File: src/core/hbs_pkg.sv
// Shared constants and types of the host bus slave and DMA master.
// Assumes one bus clock domain; all pins arrive through synchronisers.
package hbs_pkg;
  localparam int SYNC_STAGES = 2;
  localparam int RS_W = 4;
  localparam int ADDR_W = 16;
  localparam int LEN_W = 5;
  // Grant missed before the first cycle state slips the DMA start.
  localparam logic [2:0] SLIP_CLKS = 3'h4;
  // Primed cycle states issued ahead of a burst in 32-bit address mode.
  localparam logic [2:0] PRIME_STATES = 3'h4;
  localparam logic [LEN_W-1:0] ONE_XFER = 5'h01;

  typedef enum logic [3:0] {
    HBS_S_IDLE = 4'b0001,
    HBS_S_DMA = 4'b0010,
    HBS_S_ACK = 4'b0100,
    HBS_S_END = 4'b1000
  } hbs_slave_t;

  typedef enum logic [9:0] {
    HBS_D_IDLE = 10'b00_0000_0001,
    HBS_D_REQ = 10'b00_0000_0010,
    HBS_D_SLIP = 10'b00_0000_0100,
    HBS_D_PRIME = 10'b00_0000_1000,
    HBS_D_T1 = 10'b00_0001_0000,
    HBS_D_T2 = 10'b00_0010_0000,
    HBS_D_T3 = 10'b00_0100_0000,
    HBS_D_T4 = 10'b00_1000_0000,
    HBS_D_REL = 10'b01_0000_0000,
    HBS_D_SPARE = 10'b10_0000_0000
  } hbs_dma_t;
endpackage

File: src/core/hbs_dma_if.sv
// Carrier between the host port top and its DMA master.
// Assumes both ends run on clk_sys.
`timescale 1ns/100ps
interface hbs_dma_if;
  import hbs_pkg::*;
  logic start;
  logic is_local;
  logic [LEN_W-1:0] burst_len;
  logic mode32;
  logic byte_mode;
  logic write;
  logic [ADDR_W-1:0] base_addr;
  logic grant;
  logic busy;
  logic done;
  logic bus_req;
  logic ads;
  logic [ADDR_W-1:0] addr;
  logic addr_oe;
  logic upper_oe;
  logic rd_n;
  logic wr_n;
  logic strobe_oe;
  modport ctl (output start, is_local, burst_len, mode32, byte_mode, write,
    base_addr, grant, input busy, done, bus_req, ads, addr, addr_oe,
    upper_oe, rd_n, wr_n, strobe_oe);
  modport dma (input start, is_local, burst_len, mode32, byte_mode, write,
    base_addr, grant, output busy, done, bus_req, ads, addr, addr_oe,
    upper_oe, rd_n, wr_n, strobe_oe);
endinterface

File: src/core/hbs_host_port.sv
// Host port top: synchronised slave register access with acknowledge,
// plus the DMA master for bus acquisition and cycle generation.
// Assumes pins are asynchronous to clk_sys; tri-states are resolved outside.
//
// Functional notes
// - Acknowledge only after synchronised select and strobe
// - Acknowledge waits for running DMA to finish
// - Select may come before or after strobe
// - Non-latched register select captured at acknowledge
// - Missed grant slips DMA start four clocks
// - Remote one transfer, local a burst
// - 32-bit mode primes only burst's first transfer
// - Byte bursts hold upper address until end
`timescale 1ns/100ps
module hbs_host_port (
  input wire logic clk_sys, // Bus clock.
  input wire logic resetn, // Asynchronous reset, active low.
  input wire logic cs_n, // Chip select pin.
  input wire logic slave_read_strobe_n, // Slave read strobe pin.
  input wire logic slave_write_strobe_n, // Slave write strobe pin.
  input wire logic address_strobe_zero, // Register select latch strobe.
  input wire logic [hbs_pkg::RS_W-1:0] register_select_lines, // Select.
  output logic ack_n, // Slave access acknowledge.
  output logic [hbs_pkg::RS_W-1:0] reg_select, // Decoded register index.
  output logic reg_read, // One-cycle read pulse to the register file.
  output logic reg_write, // One-cycle write pulse to the register file.
  input wire logic dma_start, // Request a DMA acquisition.
  input wire logic dma_local, // Local burst when high, remote when low.
  input wire logic [hbs_pkg::LEN_W-1:0] dma_len, // Local burst length.
  input wire logic dma_mode32, // 32-bit address mode.
  input wire logic dma_byte_mode, // Byte-wide transfers.
  input wire logic dma_write, // Memory write when high.
  input wire logic [hbs_pkg::ADDR_W-1:0] dma_base_addr, // First address.
  output logic dma_busy, // DMA sequence running.
  output logic dma_done, // One-cycle pulse at sequence end.
  input wire logic bus_grant, // Bus grant pin from the arbiter.
  output logic bus_request_out, // Bus request pin.
  output logic addr_strobe_out, // Address strobe during T1 and primed states.
  output logic [7:0] addr_low, // Low address byte.
  output logic addr_low_oe, // Low address byte drive enable.
  output logic [7:0] upper_address_byte, // Upper address byte.
  output logic upper_address_oe, // Upper address byte drive enable.
  output logic mem_read_n, // Memory read strobe.
  output logic mem_write_n, // Memory write strobe.
  output logic strobe_oe // Strobe and address strobe drive enable.
);
  import hbs_pkg::*;

  localparam int PIN_W = RS_W + 5;

  hbs_dma_if dif ();

  logic [PIN_W-1:0] pin_raw;
  logic [PIN_W-1:0] pin_s1;
  logic [PIN_W-1:0] pin_s2;

  assign pin_raw = {register_select_lines, address_strobe_zero, cs_n,
                    slave_read_strobe_n, slave_write_strobe_n, bus_grant};

  // Every pin bit passes two flip-flops before any logic reads it.
  genvar gi;
  generate
    for (gi = 0; gi < PIN_W; gi = gi + 1) begin : g_sync
      always_ff @(posedge clk_sys or negedge resetn) begin
        if (!resetn) begin
          pin_s1[gi] <= 1'b1;
          pin_s2[gi] <= 1'b1;
        end else begin
          pin_s1[gi] <= pin_raw[gi];
          pin_s2[gi] <= pin_s1[gi];
        end
      end
    end
  endgenerate

  logic [RS_W-1:0] rs_s;
  logic latch_open_s, cs_s, rd_s, wr_s, grant_s, access;
  assign rs_s = pin_s2[PIN_W-1 -: RS_W];
  assign latch_open_s = pin_s2[4];
  // Active-high forms of the synchronised low-active pins.
  assign cs_s = !pin_s2[3];
  assign rd_s = !pin_s2[2];
  assign wr_s = !pin_s2[1];
  // Reset value 1 on the grant stage would fake a grant, so invert nothing
  // here but mask grant while no request is out.
  assign grant_s = pin_s2[0] && dif.bus_req;
  // Whichever of select and strobe falls last opens the access.
  assign access = cs_s && (rd_s || wr_s);

  hbs_slave_t sstate, next_sstate;
  logic [RS_W-1:0] rs_latch, next_rs_latch;
  logic [RS_W-1:0] sel, next_sel;
  logic ack, next_ack;
  logic rd_p, next_rd_p;
  logic wr_p, next_wr_p;

  always_comb begin
    next_sstate = sstate;
    next_rs_latch = rs_latch;
    next_sel = sel;
    next_ack = ack;
    next_rd_p = 1'b0;
    next_wr_p = 1'b0;
    // Latch is transparent while the address strobe stays high.
    if (latch_open_s) begin
      next_rs_latch = rs_s;
    end
    case (sstate)
      HBS_S_IDLE: begin
        if (access) begin
          next_sstate = dif.busy ? HBS_S_DMA : HBS_S_ACK;
          if (!dif.busy) begin
            next_ack = 1'b1;
            // Register select is decoded only as acknowledge goes out.
            next_sel = latch_open_s ? rs_s : rs_latch;
            next_rd_p = rd_s;
            next_wr_p = wr_s && !rd_s;
          end
        end
      end
      HBS_S_DMA: begin
        if (!access) begin
          next_sstate = HBS_S_IDLE;
        end else if (!dif.busy) begin
          next_sstate = HBS_S_ACK;
          next_ack = 1'b1;
          next_sel = latch_open_s ? rs_s : rs_latch;
          next_rd_p = rd_s;
          next_wr_p = wr_s && !rd_s;
        end
      end
      HBS_S_ACK: begin
        if (!access) begin
          next_ack = 1'b0;
          next_sstate = HBS_S_END;
        end
      end
      HBS_S_END: next_sstate = HBS_S_IDLE;
      default: begin
        next_sstate = HBS_S_IDLE;
        next_ack = 1'b0;
      end
    endcase
  end

  always_ff @(posedge clk_sys or negedge resetn) begin
    if (!resetn) begin
      sstate <= HBS_S_IDLE;
      rs_latch <= '0;
      sel <= '0;
      ack <= 1'b0;
      rd_p <= 1'b0;
      wr_p <= 1'b0;
    end else begin
      sstate <= next_sstate;
      rs_latch <= next_rs_latch;
      sel <= next_sel;
      ack <= next_ack;
      rd_p <= next_rd_p;
      wr_p <= next_wr_p;
    end
  end

  // A new DMA is only started while no slave access is being answered.
  assign dif.start = dma_start && (sstate == HBS_S_IDLE) && !access;
  assign dif.is_local = dma_local;
  assign dif.burst_len = dma_len;
  assign dif.mode32 = dma_mode32;
  assign dif.byte_mode = dma_byte_mode;
  assign dif.write = dma_write;
  assign dif.base_addr = dma_base_addr;
  assign dif.grant = grant_s;

  hbs_dma_master u_dma (
    .clk_sys(clk_sys),
    .resetn(resetn),
    .bus(dif.dma)
  );

  assign ack_n = !ack;
  assign reg_select = sel;
  assign reg_read = rd_p;
  assign reg_write = wr_p;
  assign dma_busy = dif.busy;
  assign dma_done = dif.done;
  assign bus_request_out = dif.bus_req;
  assign addr_strobe_out = dif.ads;
  assign addr_low = dif.addr[7:0];
  assign addr_low_oe = dif.addr_oe;
  assign upper_address_byte = dif.addr[15:8];
  assign upper_address_oe = dif.upper_oe;
  assign mem_read_n = dif.rd_n;
  assign mem_write_n = dif.wr_n;
  assign strobe_oe = dif.strobe_oe;

  AST_ACK_NEEDS_ACCESS: assert property (
    @(posedge clk_sys) disable iff (!resetn)
    $fell(ack_n) |-> $past(access))
    else $error("Acknowledge issued without synchronised access.");
  AST_ACK_AFTER_DMA: assert property (
    @(posedge clk_sys) disable iff (!resetn)
    $fell(ack_n) |-> $past(!dif.busy))
    else $error("Acknowledge issued while DMA was running.");
  AST_ACK_FROM_LAST_EDGE: assert property (
    @(posedge clk_sys) disable iff (!resetn)
    (sstate == HBS_S_IDLE && access && !dif.busy) |=>
      !ack_n && (reg_read || reg_write))
    else $error("Acknowledge not one clock after access opened.");
  AST_SEL_AT_ACK: assert property (
    @(posedge clk_sys) disable iff (!resetn)
    (!ack_n && $past(!ack_n)) |-> $stable(reg_select))
    else $error("Register select changed while acknowledged.");
  AST_NO_ACK_IN_IDLE: assert property (
    @(posedge clk_sys) disable iff (!resetn)
    (sstate == HBS_S_IDLE) |-> ack_n)
    else $error("Acknowledge low with no access open.");
  AST_ACK_WAITS_DMA: assert property (
    @(posedge clk_sys) disable iff (!resetn)
    (sstate == HBS_S_DMA) |-> ack_n)
    else $error("Acknowledge low while waiting for DMA.");
  AST_ACK_DROPS: assert property (
    @(posedge clk_sys) disable iff (!resetn)
    (!ack_n && !access) |=> ack_n)
    else $error("Acknowledge held after the access closed.");
  AST_PULSE_ONE: assert property (
    @(posedge clk_sys) disable iff (!resetn)
    (reg_read || reg_write) |=> !(reg_read || reg_write))
    else $error("Register access pulse longer than one clock.");
endmodule

File: src/core/hbs_dma_master.sv
// Bus master sequencer: arbitration, primed states, T1 to T4 cycles.
// Assumes grant is already synchronised and start is held until busy.
`timescale 1ns/100ps
module hbs_dma_master (
  input wire logic clk_sys, // Bus clock.
  input wire logic resetn, // Asynchronous reset, active low.
  hbs_dma_if.dma bus // Control from the top and bus-side drives.
);
  import hbs_pkg::*;

  hbs_dma_t state, next_state;
  logic [2:0] cnt, next_cnt;
  logic [LEN_W-1:0] left, next_left;
  logic [ADDR_W-1:0] addr, next_addr;
  logic first, next_first;
  logic hold_upper, next_hold_upper;
  logic req, next_req;
  logic local_xfer, next_local_xfer;
  logic m32, next_m32;
  logic bytew, next_bytew;
  logic wr, next_wr;
  logic done, next_done;
  logic in_cycle;

  always_comb begin
    next_state = state;
    next_cnt = cnt;
    next_left = left;
    next_addr = addr;
    next_first = first;
    next_hold_upper = hold_upper;
    next_req = req;
    next_local_xfer = local_xfer;
    next_m32 = m32;
    next_bytew = bytew;
    next_wr = wr;
    next_done = 1'b0;
    case (state)
      HBS_D_IDLE: begin
        if (bus.start) begin
          next_state = HBS_D_REQ;
          next_req = 1'b1;
          next_local_xfer = bus.is_local;
          // Remote DMA moves one transfer per acquisition.
          next_left = (bus.is_local && bus.burst_len != '0) ?
                      bus.burst_len : ONE_XFER;
          next_addr = bus.base_addr;
          next_m32 = bus.mode32;
          next_bytew = bus.byte_mode;
          next_wr = bus.write;
          next_first = 1'b1;
        end
      end
      HBS_D_REQ: begin
        next_cnt = 3'h0;
        if (!bus.grant) begin
          next_state = HBS_D_SLIP;
        end else if (m32) begin
          next_state = HBS_D_PRIME;
        end else begin
          next_state = HBS_D_T1;
        end
      end
      HBS_D_SLIP: begin
        next_cnt = cnt + 3'h1;
        if (cnt == SLIP_CLKS - 3'h1) begin
          next_state = HBS_D_REQ;
        end
      end
      HBS_D_PRIME: begin
        next_cnt = cnt + 3'h1;
        if (cnt == PRIME_STATES - 3'h1) begin
          next_state = HBS_D_T1;
        end
      end
      HBS_D_T1: begin
        next_state = HBS_D_T2;
        next_first = 1'b0;
        next_hold_upper = bytew;
      end
      HBS_D_T2: next_state = HBS_D_T3;
      HBS_D_T3: next_state = HBS_D_T4;
      HBS_D_T4: begin
        next_left = left - ONE_XFER;
        // The upper byte lets go with the rest after the last transfer.
        next_hold_upper = bytew && (left != ONE_XFER);
        next_addr = addr + 16'h0001;
        // Later transfers of a burst go straight to T1.
        next_state = (left == ONE_XFER) ? HBS_D_REL : HBS_D_T1;
      end
      HBS_D_REL: begin
        // Drives are already off; request drops one clock later.
        next_hold_upper = 1'b0;
        next_req = 1'b0;
        next_done = 1'b1;
        next_state = HBS_D_IDLE;
      end
      default: begin
        next_state = HBS_D_IDLE;
        next_req = 1'b0;
        next_hold_upper = 1'b0;
      end
    endcase
  end

  always_ff @(posedge clk_sys or negedge resetn) begin
    if (!resetn) begin
      state <= HBS_D_IDLE;
      cnt <= 3'h0;
      left <= '0;
      addr <= '0;
      first <= 1'b0;
      hold_upper <= 1'b0;
      req <= 1'b0;
      local_xfer <= 1'b0;
      m32 <= 1'b0;
      bytew <= 1'b0;
      wr <= 1'b0;
      done <= 1'b0;
    end else begin
      state <= next_state;
      cnt <= next_cnt;
      left <= next_left;
      addr <= next_addr;
      first <= next_first;
      hold_upper <= next_hold_upper;
      req <= next_req;
      local_xfer <= next_local_xfer;
      m32 <= next_m32;
      bytew <= next_bytew;
      wr <= next_wr;
      done <= next_done;
    end
  end

  assign in_cycle = (state == HBS_D_PRIME) || (state == HBS_D_T1) ||
                    (state == HBS_D_T2) || (state == HBS_D_T3) ||
                    (state == HBS_D_T4);
  assign bus.bus_req = req;
  assign bus.busy = (state != HBS_D_IDLE);
  assign bus.done = done;
  assign bus.addr = addr;
  assign bus.addr_oe = in_cycle;
  // Byte mode keeps the upper byte driven between burst transfers.
  assign bus.upper_oe = in_cycle || hold_upper;
  assign bus.strobe_oe = in_cycle;
  assign bus.ads = (state == HBS_D_T1) || (state == HBS_D_PRIME);
  assign bus.rd_n = !(!wr && (state == HBS_D_T2 || state == HBS_D_T3));
  assign bus.wr_n = !(wr && (state == HBS_D_T2 || state == HBS_D_T3));

  // Transfers counted per acquisition, read by the checks only.
  logic [LEN_W-1:0] xfers;
  always_ff @(posedge clk_sys or negedge resetn) begin
    if (!resetn) begin
      xfers <= '0;
    end else if (state == HBS_D_IDLE) begin
      xfers <= '0;
    end else if (state == HBS_D_T4) begin
      xfers <= xfers + ONE_XFER;
    end
  end

  AST_GRANT_SLIP: assert property (
    @(posedge clk_sys) disable iff (!resetn)
    (state == HBS_D_REQ && !bus.grant) |=>
      (state == HBS_D_SLIP) [*4] ##1 (state == HBS_D_REQ))
    else $error("Missed grant did not slip by four clocks.");
  AST_REMOTE_SINGLE: assert property (
    @(posedge clk_sys) disable iff (!resetn)
    (state == HBS_D_REL && !local_xfer) |-> (xfers == ONE_XFER))
    else $error("Remote DMA did more than one transfer.");
  AST_PRIME_FIRST_ONLY: assert property (
    @(posedge clk_sys) disable iff (!resetn)
    (state == HBS_D_T4 && left != ONE_XFER) |=> (state == HBS_D_T1))
    else $error("Primed states repeated inside a burst.");
  AST_PRIME_BEFORE_FIRST: assert property (
    @(posedge clk_sys) disable iff (!resetn)
    (state == HBS_D_PRIME) |-> (first && m32))
    else $error("Primed state outside the first transfer of a burst.");
  AST_UPPER_HELD: assert property (
    @(posedge clk_sys) disable iff (!resetn)
    (state == HBS_D_T4 && bytew && left != ONE_XFER) |=> bus.upper_oe)
    else $error("Upper address byte released inside a byte burst.");
  AST_UPPER_RELEASED: assert property (
    @(posedge clk_sys) disable iff (!resetn)
    (state == HBS_D_T4 && left == ONE_XFER) |=> !bus.upper_oe)
    else $error("Upper address byte still driven after the last transfer.");
  AST_RELEASE_ORDER: assert property (
    @(posedge clk_sys) disable iff (!resetn)
    (state == HBS_D_REL) |-> (bus.bus_req && !bus.addr_oe && !bus.upper_oe
      && !bus.strobe_oe) ##1 !bus.bus_req)
    else $error("Bus request dropped before drives released.");
endmodule

File: config.mk
export PLATFORM = sky130hd
export DESIGN_NAME = hbs_host_port
export DESIGN_NICKNAME = d
export VERILOG_FILES = /design/src/core/hbs_pkg.sv /design/src/core/hbs_dma_if.sv /design/src/core/hbs_host_port.sv /design/src/core/hbs_dma_master.sv
export SDC_FILE = /design/constraint.sdc
export NUM_CORES = 1
export LEC_CHECK = 0
export ABC_AREA = 1
export BUFFER_PORTS_ARGS = -buffer_cell sky130_fd_sc_hd__buf_4
export CORE_UTILIZATION = 35
export DETAILED_ROUTE_END_ITERATION = 10
export PLACE_DENSITY = 0.63
export SLEW_MARGIN = 25
export SYNTH_ARGS = -nofsm -noshare
export SYNTH_HDL_FRONTEND = slang
export SYNTH_HIERARCHICAL = 1
export SYNTH_SLANG_ARGS = --single-unit
File: constraint.sdc
create_clock -name clk_sys -period 3.6 [get_ports clk_sys]
set_input_delay 0.36 -clock clk_sys [delete_from_list [all_inputs] [get_ports clk_sys]]
set_output_delay 0.36 -clock clk_sys [all_outputs]
set_load 0.02 [all_outputs]
### Word level (Yosys, flattened, before mapping)

Cells that the tools add are included.

* mux-type cells: 34
* add/subtract/negate cells: 3
* equality and inequality tests: 25
* reductions and logical operators: 38
* bitwise operators: 3

Operator list (number)
* $pmux W10 S8: 1
* $mux W10: 4
* $pmux W16 S2: 1
* $mux W4: 5
* $add A16 B1 Y16 const B: 1
* $mux W16: 1
* $mux W5: 3
* $pmux W4 S3: 1
* $mux W1: 11
* $eq A10 B1 Y1 const B: 1
* $eq A10 B2 Y1 const B: 1
* $eq A10 B3 Y1 const B: 1
* $eq A10 B4 Y1 const B: 1
* $eq A10 B5 Y1 const B: 1
* $eq A10 B6 Y1 const B: 1
* $eq A10 B7 Y1 const B: 1
* $eq A10 B8 Y1 const B: 1
* $eq A10 B9 Y1 const B: 1
* $ne A10 B1 Y1 const B: 1
* $pmux W5 S2: 1
* $logic_and A1 B1 Y1: 9
* $mux W9: 1
* $reduce_and A3 Y1: 3
* $logic_not A1 Y1: 8
* 25 further kinds: 43

* word-level logic and storage cells: 137
* register bits: 73
* input bits: 37

### Depth between registers and ports, before layout

* word-level depth: 7
* depth in mapped cells: 12
* gate-level depth less buffers: 11

### Cells and area by module

Netlist, hierarchy kept.

By module, submodules not included
* hbs_dma_master: cells each 373, sequential area each 977.2 µm², times used 1, area each 2610.0 µm²
* hbs_host_port: cells each 100, sequential area each 849.6 µm², times used 1, area each 1167.4 µm²

### Worst setup path after synthesis

Ideal clock, no wire load.

* path type: register -> output
* start point: reg u_dma.state[0]
* end point: out upper_address_oe
* arrival: 1446 ps
* path buffers: 0
* slack: 1794 ps
* stages on the path, launching flop included: 9
* cells stage by stage: dfstp_2 nor2_2 nand2_4 nor2_1 nand2_1 nand2_1 nor2_2 inv_2 or2_1

* longest elaborated chain between the ends: 6
* elaborated cells between the ends (all ways): 10

Ends and longest elaborated chain
* start, declared: line hbs_dma_master.sv:11 `hbs_dma_t state, next_state;`
* start signal, assigned: line hbs_dma_master.sv:121 `state <= next_state;`
* $eq A10 B4 Y1 or $eq A10 B5 Y1 (tied branches): line hbs_dma_master.sv:136 `assign in_cycle = (state == HBS_D_PRIME) || (state == HBS_D_T1) ||`
* $logic_or A1 B1 Y1 (2 in series): line hbs_dma_master.sv:136
* $logic_or A1 B1 Y1: line hbs_dma_master.sv:137 `(state == HBS_D_T2) || (state == HBS_D_T3) ||`
* $logic_or A1 B1 Y1 *: line hbs_dma_master.sv:137
* net addr_low_oe: line hbs_host_port.sv:40 `output logic addr_low_oe,`
* $logic_or A1 B1 Y1 *: line hbs_dma_master.sv:145 `assign bus.upper_oe = in_cycle || hold_upper;`
* end, declared: line hbs_host_port.sv:42 `output logic upper_address_oe,`

The timed path passes the listed nets; every way through them passes the cells marked *.

### Worst setup path after layout

* start point: reg u_dma.state[0]
* end point: out upper_address_oe

* longest elaborated chain between the ends: 6
* elaborated cells between the ends (all ways): 10

Ends and longest elaborated chain (line)
* $eq A10 B4 Y1 or $eq A10 B5 Y1 (tied branches): hbs_dma_master.sv:136
* $logic_or A1 B1 Y1 (2 in series): hbs_dma_master.sv:136
* $logic_or A1 B1 Y1: hbs_dma_master.sv:137
* $logic_or A1 B1 Y1 *: hbs_dma_master.sv:137
* $logic_or A1 B1 Y1 *: hbs_dma_master.sv:145

Mark *: on every way between the ends. The rest lies on a longest branch, timed or not.

==> out/results.tsv <==
metric	value	unit
CP startpoint kind	flip-flop	
register share of total power	0.387	
Comb power frac	0.419	
Antenna Nets Post-Route	0	
initial antenna violation count	0	
maxcap violations	0	
#FFs+latches synth	72	
NetSw	1.41	mW
fillcell total	1056	
Hold Path Stages	1	
largest net degree at the start of global routing	73	
clk root buf	clkbuf_8	
# rows	37	
Initial DRC Count	250	
Max Slew Vio Count	0	
Setup TNS	0	ns
largest cells by area after synthesis	dfrtp_1 (34%), nand2_1 (17%), dfstp_2 (14%), nand3_1 (5.8%), inv_1 (4.7%)	
cell area power density	704	nW/um2
layout cells sized above 1	0.260	
DRC Markers	0	
most common cell after layout, fill and taps aside	nand2_1	
Reg area	1830	um2
Core Footprint	10400	um2
RSZ-0062 raised after global routing	false	
Syn Area/Cell	7.99	um2
post-synthesis sequential area ratio	0.484	
VDD IR max	0.000180	V
P_int	1.81	mW
Rel. slew slack	0.400	
distinct cell type count after synthesis	35	
P&R area growth vs syn	21.1	%
Setup WS post-layout	1.25	ns
minimum clock period	2.35	ns
CTS sink count	72	
worst hold path class	input pin to flip-flop	
post-CTS resize count	0	
wire length of the first global-routing pass	14000	um
endpoints failing hold	0	
static leakage	2.41	nW
area of the multi-input gates	1670	um2
vias after detailed routing	3170	
input/output buffers	68	
f_max	426	MHz
Die Wd	106	um
crit path DAT	1.99	ns
synthesis warning total	6	
DRT Pass-1 Iters	5	
critical path class	flip-flop to output port	
GR Overflow Total	0	
Clock Power Share	0.194	
Final #Nets	587	
wire per inst	12.1	um
Worst Skew	0.0128	ns
Synth top area share	0.344	
GRT Overall Usage	0.160	
flop2flop setup slack	1.58	ns
# IOs	69	
vias in the first global route	3003	
Setup Fix Bufs, Post-CTS	0	
CP endpoint kind	output port	
Register-to-Register Path Depth	10	
CTS tree	built	
Syn Std Cell Area	3780	um2
switching share of power	0.437	
Worst-Margin Slew	0.900	ns
Final Wtd Congestion	0.858	
status	finished clean	
most area-hungry cell type in the Yosys netlist	dfrtp_1	
Die Y	106	um
htree depth	3	
Synth Instances	473	
pre-CTS WS	1.59	ns
clk buf depth	2	
dpl cells	670	
commonest non-fill, non-tap cells in the layout	nand2_1 (174), buf_4 (68), dfrtp_1 (52), inv_1 (47), nand3_1 (44)	
# hold bufs at CTS	0	
endpoints failing setup	0	
Via density	4.62	
overall routed net length	8300	um
Layout Cells excl Fill	686	
HPWL after detailed placement	6110	um
Required @ worst endpoint	3.24	ns
period utilization	0.652	
clk slew on worst S/H paths	0.09	ns
Starting Density	0.363	
Post-Syn Nets	515	
Worst-Skew Late Latency	0.35	ns
ant diodes	0	
critical path fanouts, max	8	
cts bufs inserted	9	
die area	11200	um2
-- synth_stat cells --
cell type and number:
a21oi_1 2, a21oi_2 1, a21oi_4 1, a31oi_1 2, buf_4 1, buf_6 6, dfrtp_1 52, dfstp_2 20
ha_1 5, inv_1 47, inv_2 6, inv_4 1, nand2_1 174, nand2_2 3, nand2_4 4, nand3_1 44
nand3_2 1, nand3_4 1, nand3b_1 2, nand4_1 5, nor2_1 36, nor2_2 7, nor2_4 5, nor2_8 1
nor3_1 9, nor3_2 2, nor3_4 1, o211ai_1 2, o21ai_0 11, o21ai_1 5, o22ai_1 2, or2_1 2
or2_2 5, xnor2_1 2, xor2_1 5
-- critical path: stages, from the launching register on --
cell and delay [ns]:
dfstp_2 0.57, nor2_2 0.07, nand2_4 0.14, nor2_1 0.07, nand2_1 0.08, nand2_1 0.09
nor2_2 0.19, inv_2 0.06, or2_1 0.21, buf_4 0.16
-- per-layer routing --
layer / up-vias / GRT usage / wire length, um
met5: - / 0 / 0
met4: 0 / 0.0655 / 131
li1: 1630 / - / -
met2: 62 / 0.258 / 4010
met1: 1468 / 0.213 / 3900
met3: 10 / 0.0260 / 264
-- cells by family after synthesis --
logic type,synth area share
flip-flops,0.484
buffers and inverters,0.0742
AND/OR/NAND/NOR,0.368
XOR/XNOR,0.0162
adder cells (fa/ha/maj),0.0166
AO/OA/AOI/OAI,0.0411
-- layout make-up --
type | instances | area share
flip-flops and latches | 72 | 0.399
multi-input cells | 340 | 0.365
repair buffers | 68 | 0.112
inverters | 54 | 0.0449
well taps | 136 | 0.0372
clock buffers | 9 | 0.0271
clock inverters | 7 | 0.0145
-- final timing paths --
path | from | endpoint
setup / recovery | u_dma/state[0] | upper_address_oe
hold / removal | register_select_lines[0] | pin_s1[5]
setup reg to reg | sstate[0] | u_dma/bus.addr[13]
hold reg to reg | pin_s1[2] | pin_s2[2]
max in group asynchronous | resetn | u_dma/left[3]
min in group asynchronous | resetn | reg_select[3]
-- sequential cells by signal, summed over array words and instances (netlist names), 3 cells and up --
signal / cells
rs_latch: 4
sstate: 4
u_dma/bus.addr: 16
u_dma/left: 5
u_dma/state: 9
u_dma/cnt: 3
pin_s2: 8
pin_s1: 9
reg_select: 4
-- stage by stage --
stage	total power, mW	utilization	cell area, um2	hold WS, ns
after floorplan	2.18	-	3780	0.0644
after global routing	3.48	0.439	4570	0.0767
after detailed placement	2.61	0.421	4380	0.347
after CTS	3.25	0.439	4570	0.0901
final	3.22	0.439	4570	0.104
after global placement	2.58	0.421	4380	0.346
-- power groups by stage --
stage / Clock, mW / Sequential [mW] / Combinational [mW]
2_1_floorplan: 0 / 1.35 / 0.826
3_3_place_gp: 0 / 1.26 / 1.33
3_5_place_dp: 0 / 1.26 / 1.35
4_1_cts: 0.643 / 1.25 / 1.35
5_1_grt: 0.689 / 1.28 / 1.51
6_report: 0.625 / 1.25 / 1.35
Power figures use the tool's default switching activity.
